--- config.mk ---
export PLATFORM = sky130hd
export DESIGN_NAME = dcbm_top
export DESIGN_NICKNAME = d
export VERILOG_FILES = /design/src/dcbm_pkg.sv /design/src/dcbm_top.sv
export SDC_FILE = /design/constraint.sdc
export NUM_CORES = 2
export LEC_CHECK = 0
export ABC_AREA = 1
export BUFFER_PORTS_ARGS = -buffer_cell sky130_fd_sc_hd__buf_2
export CORE_MARGIN = 2
export CORE_UTILIZATION = 55
export CTS_BUF_LIST = sky130_fd_sc_hd__clkbuf_8
export CTS_CLUSTER_DIAMETER = 60
export DETAILED_ROUTE_END_ITERATION = 16
export PLACE_DENSITY = 0.72
export REMOVE_ABC_BUFFERS = 1
export SYNTH_ARGS = -nofsm -noshare
export SYNTH_HDL_FRONTEND = slang
export SYNTH_SLANG_ARGS = --single-unit
--- constraint.sdc ---
create_clock -name ref_clk -period 138.9 [get_ports ref_clk]
set_input_delay 13.89 -clock ref_clk [delete_from_list [all_inputs] [get_ports ref_clk]]
set_output_delay 13.89 -clock ref_clk [all_outputs]
set_load 0.005 [all_outputs]
--- src/dcbm_pkg.sv ---
// Constants and types for the data cache block maintenance unit
//
// Notes on behaviour
// - Flush decodes as primary opcode 31, extended opcode 86; bits 6-10, 31 ignored.
// - Invalidate decodes as primary opcode 31, extended opcode 470.
// - Store-block decodes as primary opcode 31, extended opcode 54.
// - Address is base plus index; base field zero means base value zero.
// - Flush writes a modified resident block back to main memory.
// - Flush then invalidates the block here and in every other cache.
// - Flush to a direct-store segment does nothing at all.
// - No operation touches the exception register; single encoding form only.
// - Invalidate drops a resident block without write-back; refetch comes from memory.
// - Invalidate is checked for protection as a store.
// - Store-block writes a modified resident block back to main memory.
// - Store-block is translated and checked as a load.
package dcbm_pkg;

  // --------------------------------------------------------------------
  // Instruction fields (bit 31 is the most significant bit)
  // --------------------------------------------------------------------
  localparam int unsigned PRI_HI   = 31;
  localparam int unsigned PRI_LO   = 26;
  localparam int unsigned XO_HI    = 10;
  localparam int unsigned XO_LO    = 1;
  localparam int unsigned BASE_HI  = 20;
  localparam int unsigned BASE_LO  = 16;
  localparam logic [5:0]  OPC_PRI  = 6'h1F;
  localparam logic [9:0]  XO_FLUSH = 10'h056;
  localparam logic [9:0]  XO_INV   = 10'h1D6;
  localparam logic [9:0]  XO_STORE = 10'h036;
  localparam logic [4:0]  BASE_ZERO = 5'h00;

  // --------------------------------------------------------------------
  // Sizes and reset values
  // --------------------------------------------------------------------
  localparam int unsigned ADDR_W_DEF     = 32;
  localparam int unsigned BLOCK_BYTES_DEF = 32;
  localparam int unsigned LINES_DEF      = 64;
  localparam logic        RST_LOW        = 1'b0;
  localparam logic        RST_READY      = 1'b1;

  // --------------------------------------------------------------------
  // Types
  // --------------------------------------------------------------------
  typedef enum logic [1:0] {
    DCBM_OP_NONE  = 2'b00,
    DCBM_OP_FLUSH = 2'b01,
    DCBM_OP_INV   = 2'b10,
    DCBM_OP_STORE = 2'b11
  } dcbm_op_e;

  typedef enum logic [2:0] {
    DCBM_ST_IDLE   = 3'b000,
    DCBM_ST_CHECK  = 3'b001,
    DCBM_ST_LOOKUP = 3'b010,
    DCBM_ST_WB     = 3'b011,
    DCBM_ST_UPDATE = 3'b100,
    DCBM_ST_DONE   = 3'b101
  } dcbm_state_e;

endpackage : dcbm_pkg

--- src/dcbm_top.sv ---
// Data cache block maintenance unit: decode, checks, tag state, write-back
`timescale 1ns/10ps
module dcbm_top #(
  parameter int unsigned ADDR_W      = dcbm_pkg::ADDR_W_DEF,
  parameter int unsigned BLOCK_BYTES = dcbm_pkg::BLOCK_BYTES_DEF,
  parameter int unsigned LINES       = dcbm_pkg::LINES_DEF
) (
  // Clock and reset
  input  wire logic              ref_clk,
  input  wire logic              sys_rst,
  // Issue from the pipeline
  input  wire logic              op_valid,
  input  wire logic [31:0]       op_instr,
  input  wire logic [ADDR_W-1:0] op_base_val,
  input  wire logic [ADDR_W-1:0] op_index_val,
  output logic                   op_ready,
  // Completion
  output logic                   done,
  output logic                   done_illegal,
  output logic                   done_fault,
  // Translation and protection
  output logic                   mmu_req,
  output logic [ADDR_W-1:0]      mmu_ea,
  output logic                   mmu_is_store,
  input  wire logic              mmu_ack,
  input  wire logic              mmu_allow,
  input  wire logic              mmu_direct_store,
  // Block write-back to memory
  output logic                   wb_req,
  output logic [ADDR_W-1:0]      wb_addr,
  input  wire logic              wb_ack,
  // Invalidate broadcast to other caches
  output logic                   snoop_inv,
  output logic [ADDR_W-1:0]      snoop_addr,
  // Line fill and store-hit marking from the cache
  input  wire logic              fill_valid,
  input  wire logic [ADDR_W-1:0] fill_addr,
  input  wire logic              fill_modified
);
  import dcbm_pkg::*;

  localparam int unsigned OFF_W = $clog2(BLOCK_BYTES);
  localparam int unsigned IDX_W = $clog2(LINES);
  localparam int unsigned TAG_W = ADDR_W - OFF_W - IDX_W;

  // Refuse geometries the index and tag split cannot serve
  if ((BLOCK_BYTES < 2) || ((1 << OFF_W) != BLOCK_BYTES) ||
      (LINES < 2) || ((1 << IDX_W) != LINES) || (ADDR_W <= OFF_W + IDX_W)) begin : g_bad_geom
    $error("dcbm_top: unsupported geometry");
  end

  // --------------------------------------------------------------------
  // Decode and address
  // --------------------------------------------------------------------
  wire logic              pri_ok    = (op_instr[PRI_HI:PRI_LO] == OPC_PRI);
  wire logic [9:0]        xo        = op_instr[XO_HI:XO_LO];
  wire logic              is_flush  = pri_ok && (xo == XO_FLUSH);
  wire logic              is_inv    = pri_ok && (xo == XO_INV);
  wire logic              is_store  = pri_ok && (xo == XO_STORE);
  wire dcbm_op_e          dec_op    = is_flush ? DCBM_OP_FLUSH :
                                      is_inv   ? DCBM_OP_INV   :
                                      is_store ? DCBM_OP_STORE : DCBM_OP_NONE;
  wire logic              base_zero = (op_instr[BASE_HI:BASE_LO] == BASE_ZERO);
  wire logic [ADDR_W-1:0] base_eff  = base_zero ? '0 : op_base_val;
  wire logic [ADDR_W-1:0] ea_calc   = base_eff + op_index_val;
  wire logic              take      = op_valid && op_ready;

  // --------------------------------------------------------------------
  // State
  // --------------------------------------------------------------------
  dcbm_state_e       state_q;
  dcbm_state_e       state_d;
  dcbm_op_e          op_q;
  logic              hit_q;
  logic              mod_q;
  logic [LINES-1:0]  valid_q;
  logic [LINES-1:0]  dirty_q;
  logic [TAG_W-1:0]  tag_q [LINES];

  wire logic [IDX_W-1:0] cur_idx  = mmu_ea[OFF_W +: IDX_W];
  wire logic [TAG_W-1:0] cur_tag  = mmu_ea[ADDR_W-1 -: TAG_W];
  wire logic             look_hit = valid_q[cur_idx] && (tag_q[cur_idx] == cur_tag);
  wire logic             look_mod = look_hit && dirty_q[cur_idx];
  wire logic             need_wb  = look_mod && (op_q != DCBM_OP_INV);
  wire logic             skip_op  = (op_q == DCBM_OP_FLUSH) && mmu_direct_store;
  wire logic             chk_end  = (state_q == DCBM_ST_CHECK) && mmu_ack;
  wire logic             chk_bad  = chk_end && (skip_op || !mmu_allow);
  wire logic             upd      = (state_q == DCBM_ST_UPDATE);
  wire logic [IDX_W-1:0] fill_idx = fill_addr[OFF_W +: IDX_W];
  wire logic [TAG_W-1:0] fill_tag = fill_addr[ADDR_W-1 -: TAG_W];
  wire logic             upd_inv  = upd && hit_q && (op_q != DCBM_OP_STORE);
  wire logic             upd_cln  = upd && hit_q && mod_q && (op_q == DCBM_OP_STORE);

  // --------------------------------------------------------------------
  // Sequencer
  // --------------------------------------------------------------------
  always_comb begin
    state_d = state_q;
    case (state_q)
      DCBM_ST_IDLE:   if (take) begin
        state_d = (dec_op == DCBM_OP_NONE) ? DCBM_ST_DONE : DCBM_ST_CHECK;
      end
      DCBM_ST_CHECK:  if (mmu_ack) begin
        state_d = chk_bad ? DCBM_ST_DONE : DCBM_ST_LOOKUP;
      end
      DCBM_ST_LOOKUP: state_d = need_wb ? DCBM_ST_WB : DCBM_ST_UPDATE;
      DCBM_ST_WB:     if (wb_ack) begin
        state_d = DCBM_ST_UPDATE;
      end
      DCBM_ST_UPDATE: state_d = DCBM_ST_DONE;
      DCBM_ST_DONE:   state_d = DCBM_ST_IDLE;
      default:        state_d = DCBM_ST_IDLE;
    endcase
  end

  always_ff @(posedge ref_clk or posedge sys_rst) begin
    if (sys_rst) begin
      state_q <= DCBM_ST_IDLE;
      op_q    <= DCBM_OP_NONE;
      hit_q   <= RST_LOW;
      mod_q   <= RST_LOW;
    end else begin
      state_q <= state_d;
      if (take) begin
        op_q <= dec_op;
      end
      if (state_q == DCBM_ST_LOOKUP) begin
        hit_q <= look_hit;
        mod_q <= look_mod;
      end
    end
  end

  // --------------------------------------------------------------------
  // Translation request
  // --------------------------------------------------------------------
  always_ff @(posedge ref_clk or posedge sys_rst) begin
    if (sys_rst) begin
      mmu_req      <= RST_LOW;
      mmu_ea       <= '0;
      mmu_is_store <= RST_LOW;
    end else begin
      if (take && (dec_op != DCBM_OP_NONE)) begin
        mmu_req      <= 1'b1;
        mmu_ea       <= ea_calc;
        mmu_is_store <= (dec_op == DCBM_OP_INV);
      end else if (chk_end) begin
        mmu_req <= 1'b0;
      end
    end
  end

  // --------------------------------------------------------------------
  // Write-back and broadcast
  // --------------------------------------------------------------------
  always_ff @(posedge ref_clk or posedge sys_rst) begin
    if (sys_rst) begin
      wb_req     <= RST_LOW;
      wb_addr    <= '0;
      snoop_inv  <= RST_LOW;
      snoop_addr <= '0;
    end else begin
      if ((state_q == DCBM_ST_LOOKUP) && need_wb) begin
        wb_req  <= 1'b1;
        wb_addr <= {mmu_ea[ADDR_W-1:OFF_W], {OFF_W{1'b0}}};
      end else if (wb_ack) begin
        wb_req <= 1'b0;
      end
      snoop_inv <= upd && (op_q == DCBM_OP_FLUSH);
      if (upd) begin
        snoop_addr <= {mmu_ea[ADDR_W-1:OFF_W], {OFF_W{1'b0}}};
      end
    end
  end

  // --------------------------------------------------------------------
  // Handshake and completion
  // --------------------------------------------------------------------
  always_ff @(posedge ref_clk or posedge sys_rst) begin
    if (sys_rst) begin
      op_ready     <= RST_READY;
      done         <= RST_LOW;
      done_illegal <= RST_LOW;
      done_fault   <= RST_LOW;
    end else begin
      op_ready     <= (state_d == DCBM_ST_IDLE);
      done         <= (state_d == DCBM_ST_DONE);
      done_illegal <= (state_d == DCBM_ST_DONE) && take && (dec_op == DCBM_OP_NONE);
      done_fault   <= chk_bad && !skip_op;
    end
  end

  // --------------------------------------------------------------------
  // Line state, one entry per line
  // --------------------------------------------------------------------
  for (genvar i = 0; i < LINES; i++) begin : g_line
    wire logic hit_upd = (cur_idx == IDX_W'(i));
    wire logic hit_fil = fill_valid && (fill_idx == IDX_W'(i));
    always_ff @(posedge ref_clk or posedge sys_rst) begin
      if (sys_rst) begin
        valid_q[i] <= RST_LOW;
        dirty_q[i] <= RST_LOW;
        tag_q[i]   <= '0;
      end else if (hit_upd && upd_inv) begin
        valid_q[i] <= 1'b0;
        dirty_q[i] <= 1'b0;
      end else if (hit_upd && upd_cln) begin
        dirty_q[i] <= 1'b0;
      end else if (hit_fil) begin
        valid_q[i] <= 1'b1;
        dirty_q[i] <= fill_modified;
        tag_q[i]   <= fill_tag;
      end
    end
  end

  // --------------------------------------------------------------------
  // Checks
  // --------------------------------------------------------------------
  property p_dec_flush;
    @(posedge ref_clk) disable iff (sys_rst)
      (take && (op_instr[PRI_HI:PRI_LO] == 6'h1F) && (op_instr[10:1] == 10'h056))
        |=> (op_q == DCBM_OP_FLUSH) && mmu_req;
  endproperty
  a_dec_flush: assert property (p_dec_flush) else $error("flush not decoded");

  property p_dec_inv;
    @(posedge ref_clk) disable iff (sys_rst)
      (take && (op_instr[31:26] == 6'h1F) && (op_instr[10:1] == 10'h1D6))
        |=> (op_q == DCBM_OP_INV) && mmu_is_store;
  endproperty
  a_dec_inv: assert property (p_dec_inv) else $error("invalidate not decoded");

  property p_dec_store;
    @(posedge ref_clk) disable iff (sys_rst)
      (take && (op_instr[31:26] == 6'h1F) && (op_instr[10:1] == 10'h036))
        |=> (op_q == DCBM_OP_STORE) && !mmu_is_store;
  endproperty
  a_dec_store: assert property (p_dec_store) else $error("store-block not decoded");

  property p_ea;
    @(posedge ref_clk) disable iff (sys_rst)
      (take && (dec_op != DCBM_OP_NONE)) |=> (mmu_ea ==
        ($past(op_instr[20:16]) == 5'h00 ? $past(op_index_val)
          : $past(op_base_val) + $past(op_index_val)));
  endproperty
  a_ea: assert property (p_ea) else $error("effective address wrong");

  property p_wb_mod;
    @(posedge ref_clk) disable iff (sys_rst)
      ((state_q == DCBM_ST_LOOKUP) && look_mod && (op_q != DCBM_OP_INV))
        |=> wb_req ##0 (wb_addr[ADDR_W-1:OFF_W] == mmu_ea[ADDR_W-1:OFF_W]);
  endproperty
  a_wb_mod: assert property (p_wb_mod) else $error("modified block not written");

  property p_flush_inv;
    @(posedge ref_clk) disable iff (sys_rst)
      (upd && (op_q == DCBM_OP_FLUSH))
        |=> snoop_inv && done
            && !(valid_q[$past(cur_idx)] && (tag_q[$past(cur_idx)] == $past(cur_tag)))
            ##1 op_ready;
  endproperty
  a_flush_inv: assert property (p_flush_inv) else $error("flush left block valid");

  property p_inv_drop;
    @(posedge ref_clk) disable iff (sys_rst)
      (upd && hit_q && (op_q == DCBM_OP_INV))
        |=> !valid_q[$past(cur_idx)] && !snoop_inv && !wb_req && done;
  endproperty
  a_inv_drop: assert property (p_inv_drop) else $error("invalidate kept block");

  property p_fault_quiet;
    @(posedge ref_clk) disable iff (sys_rst)
      (chk_end && !mmu_allow && !skip_op)
        |=> done && done_fault && !wb_req && !snoop_inv;
  endproperty
  a_fault_quiet: assert property (p_fault_quiet) else $error("refused access acted");

  property p_illegal;
    @(posedge ref_clk) disable iff (sys_rst)
      (take && (op_instr[31:26] != 6'h1F))
        |=> done && done_illegal && !mmu_req;
  endproperty
  a_illegal: assert property (p_illegal) else $error("foreign word acted");

  property p_ds_noop;
    @(posedge ref_clk) disable iff (sys_rst)
      (chk_end && (op_q == DCBM_OP_FLUSH) && mmu_direct_store)
        |=> (!wb_req && !snoop_inv && done && !done_fault) [*1] ##1 op_ready;
  endproperty
  a_ds_noop: assert property (p_ds_noop) else $error("direct-store flush acted");

  property p_inv_nowb;
    @(posedge ref_clk) disable iff (sys_rst)
      (state_q == DCBM_ST_LOOKUP) && (op_q == DCBM_OP_INV) |=> !wb_req [*2];
  endproperty
  a_inv_nowb: assert property (p_inv_nowb) else $error("invalidate wrote back");

  property p_store_keep;
    @(posedge ref_clk) disable iff (sys_rst)
      (upd_cln) |=> valid_q[$past(cur_idx)] && !dirty_q[$past(cur_idx)];
  endproperty
  a_store_keep: assert property (p_store_keep) else $error("store-block lost block");

  property p_prot_kind;
    @(posedge ref_clk) disable iff (sys_rst)
      mmu_req |-> (mmu_is_store == (op_q == DCBM_OP_INV));
  endproperty
  a_prot_kind: assert property (p_prot_kind) else $error("wrong protection kind");

endmodule : dcbm_top

==> impl_metrics.json <==
{
  "status": "finished clean",
  "syn_avg_cell_area_um2": 7.54,
  "hold_violations": 0,
  "cts_buffers": 284,
  "met2_usage": 0.534,
  "routed_via_density": 5.76,
  "worstPathMaxFanout": 153,
  "syn_area_um2": 74400,
  "placed_area_um2": 75900,
  "insertion_delay_ps": 1010,
  "holdPathEnd": "snoop_inv$_DFF_PP0_",
  "fp.coreArea_um2": 134000,
  "drv_cap": 0,
  "drive_above_1_share": 0.0806,
  "dr.pass1.iters": 9,
  "die_width_um": 372,
  "worst_slack_ps": 121010,
  "cp.arrival_ps": 18780,
  "reg2reg_depth": 26,
  "fin_crit_sh": 0.129,
  "cts_tree": "built",
  "io-pin-count": 241,
  "tightest_slew_ps": 1200,
  "preCtsSetupSlack_ps": 119740,
  "r2r_end": "done_illegal$_DFF_PP0_",
  "globalRouteOverflowTotal": 0,
  "critPathKind": "input port to asynchronous set/reset pin",
  "tns_ps": 0,
  "start_util": 0.556,
  "cts.path.max_buffers": 4,
  "rsz0062_at_grt": "no",
  "track_usage": 0.354,
  "h-tree-depth": 5,
  "finalWorstPathRequiredPeriod_ps": 17890,
  "ir_drop_mv": 0.0102,
  "endpoint_kind": "asynchronous set/reset pin",
  "yosys_warnings": 0,
  "grt_pass1_vias": 63500,
  "final_cell_mix": "nand2_1, dfrtp_1, o21ai_0",
  "areaGrowthSynthToFinish_pct": 9.28,
  "cts.repair.resized": 0,
  "power.total_mw": 1.10,
  "hold_path_depth": 1,
  "place_hpwl_mm": 139,
  "ys.flop_type": "dfrtp_1",
  "synth_cells": 9875,
  "fin_area_um2": 81400,
  "post_cts_buffers": 0,
  "cts_sinks": 1573,
  "max_freq_ghz": 0.0559,
  "rows": 134,
  "powerDensity_nw_per_um2": 13.5,
  "portBuffers": 214,
  "grt_max_degree": 172,
  "gr-usage-met3": 0.0742,
  "rr_startpoint": "mmu_ea[5]$_DFFE_PP0P_",
  "synth_edf_count": 0,
  "drv_slew": 0,
  "postRouteAntennaNets": 0,
  "finalClockSkew_ps": 54.9,
  "die_area_um2": 138000,
  "grt_use_met1": 0.489,
  "synth.distinct_cells": 44,
  "p_leak_nw": 41.4,
  "synth-async-reset-ratio": 1.00,
  "critical_path_required_ps": 139790,
  "min_from": "op_q[1]$_DFFE_PP0P_",
  "worst-r2r-setup-slack_ps": 131690,
  "final_common_cell": "nand2_1",
  "clock-root-buffer": "clkbuf_8",
  "hold_buffers": 0,
  "grt_pass1_wl_mm": 376,
  "start_kind": "input port",
  "drc": 0,
  "antenna_found_initial": 5,
  "synth_seq_area_share": 0.529,
  "fin_hold_ws_ps": 469,
  "die_h_um": 372,
  "finalSetupViolations": 0,
  "drt_iter0_markers": 8810,
  "dr_total_vias": 67700,
  "clk_pin_slew_ps": 60,
  "ys_ff_latch": 1573,
  "slew_headroom": 0.198,
  "place.gp.congestion": 0.931,
  "grt-busiest-layer": "met2",
  "layout.nets": 9966,
  "hold_class": "flop to flop",
  "wl_mm": 244,
  "routedWlPerCell_um": 20.7
}
## layer usage
metal / share of wire / wire, um / vias to the layer above
li1: - / - / 31200
met3: 0.098 / 24000 / 661
met2: 0.44 / 107000 / 3481
met5: 0.000037 / 9 / -
met1: 0.41 / 100000 / 32400
met4: 0.050 / 12200 / 2
## state kept, by name, indices dropped and copies added, names as in the netlist
signal        count
snoop_inv         1
hit_q             1
wb_req            1
state_q           3
dirty_q          64
valid_q          64
done              1
op_ready          1
mmu_ea           32
done_illegal      1
op_q              2
tag_q          1344
snoop_addr       27
done_fault        1
mmu_is_store      1
mod_q             1
mmu_req           1
wb_addr          27
## worst max-delay path by stage
stage | startpoint | to | slack (ps)
after floorplan | sys_rst | dirty_q[0]$_DFFE_PP0P_ | 80630
after global placement | sys_rst | mmu_ea[6]$_DFFE_PP0P_ | 119790
after detailed placement | sys_rst | mmu_ea[6]$_DFFE_PP0P_ | 119740
after CTS | sys_rst | mmu_ea[6]$_DFFE_PP0P_ | 120830
after global routing | sys_rst | mmu_ea[6]$_DFFE_PP0P_ | 120210
final | sys_rst | mmu_ea[6]$_DFFE_PP0P_ | 121010
## synth_stat cells (4+ instances only)
cell type  count  area [um^2]
clkbuf_1     468         1760
ha_1          31          388
a21o_1         5         37.5
clkinv_1      25         93.8
inv_1        211          792
buf_4         23          173
o21ai_0     1474         7380
nand3_1      240         1200
buf_6          8         90.1
nor3_1        21          105
o211ai_1      36          270
dfrtp_1     1572        39300
o21ai_1       66          330
a221oi_1      19          166
nand2_1     4631        17400
xor2_1        11         96.3
nand2_2        4         25.0
nand4_1       44          275
xnor2_1       14          123
nor2_1       509         1910
a21oi_1      141          706
inv_2          7         26.3
or2_2         12         75.1
a21boi_0       5         37.5
o22ai_1       33          206
mux2_2         5         56.3
nor4_1         6         37.5
buf_2        188          941
a22oi_1       23          173
buf_1         26         97.6
## critical path, stage by stage
cell and delay (ps):
buf_2 130, inv_8 470, buf_4 840, buf_12 620, buf_4 780, buf_4 790, buf_4 870
## layout make-up
class,instances,area (um^2)
inverters,244,952
fillers,12100,52600
diodes,6,15.0
flip-flops and latches,1573,39400
clock inverters,114,634
well taps,1768,2210
clock buffers,350,4820
repair buffers,340,2130
multi-input cells,7354,31200
## metrics by stage
step	utilization	std cells
finish	0.607	11700
global route	0.607	11700
CTS	0.607	11700
detailed placement	0.567	11300
global placement	0.567	11300
floorplan	-	9171
## kinds of logic after synthesis
| group | count (synthesis) | share of synthesized area |
|---|---|---|
| AO/OA/AOI/OAI | 1810 | 0.126 |
| buffers and inverters | 957 | 0.0534 |
| XOR/XNOR | 25 | 0.00294 |
| other | 1 | 0.0000504 |
| multiplexers | 5 | 0.000756 |
| AND/OR/NAND/NOR | 5472 | 0.283 |
| flip-flops | 1573 | 0.529 |
| adder cells (fa/ha/maj) | 32 | 0.00548 |
## report_power, final
group	total, mW	leakage (nW)	switching (mW)	internal (mW)
Combinational	0.125	17.4	0.0795	0.0451
Sequential	0.546	20.8	0.0309	0.516
Clock	0.429	3.12	0.192	0.236
Total	1.10	41.4	0.303	0.797
Note: power is estimated with default switching activity, not from simulation.
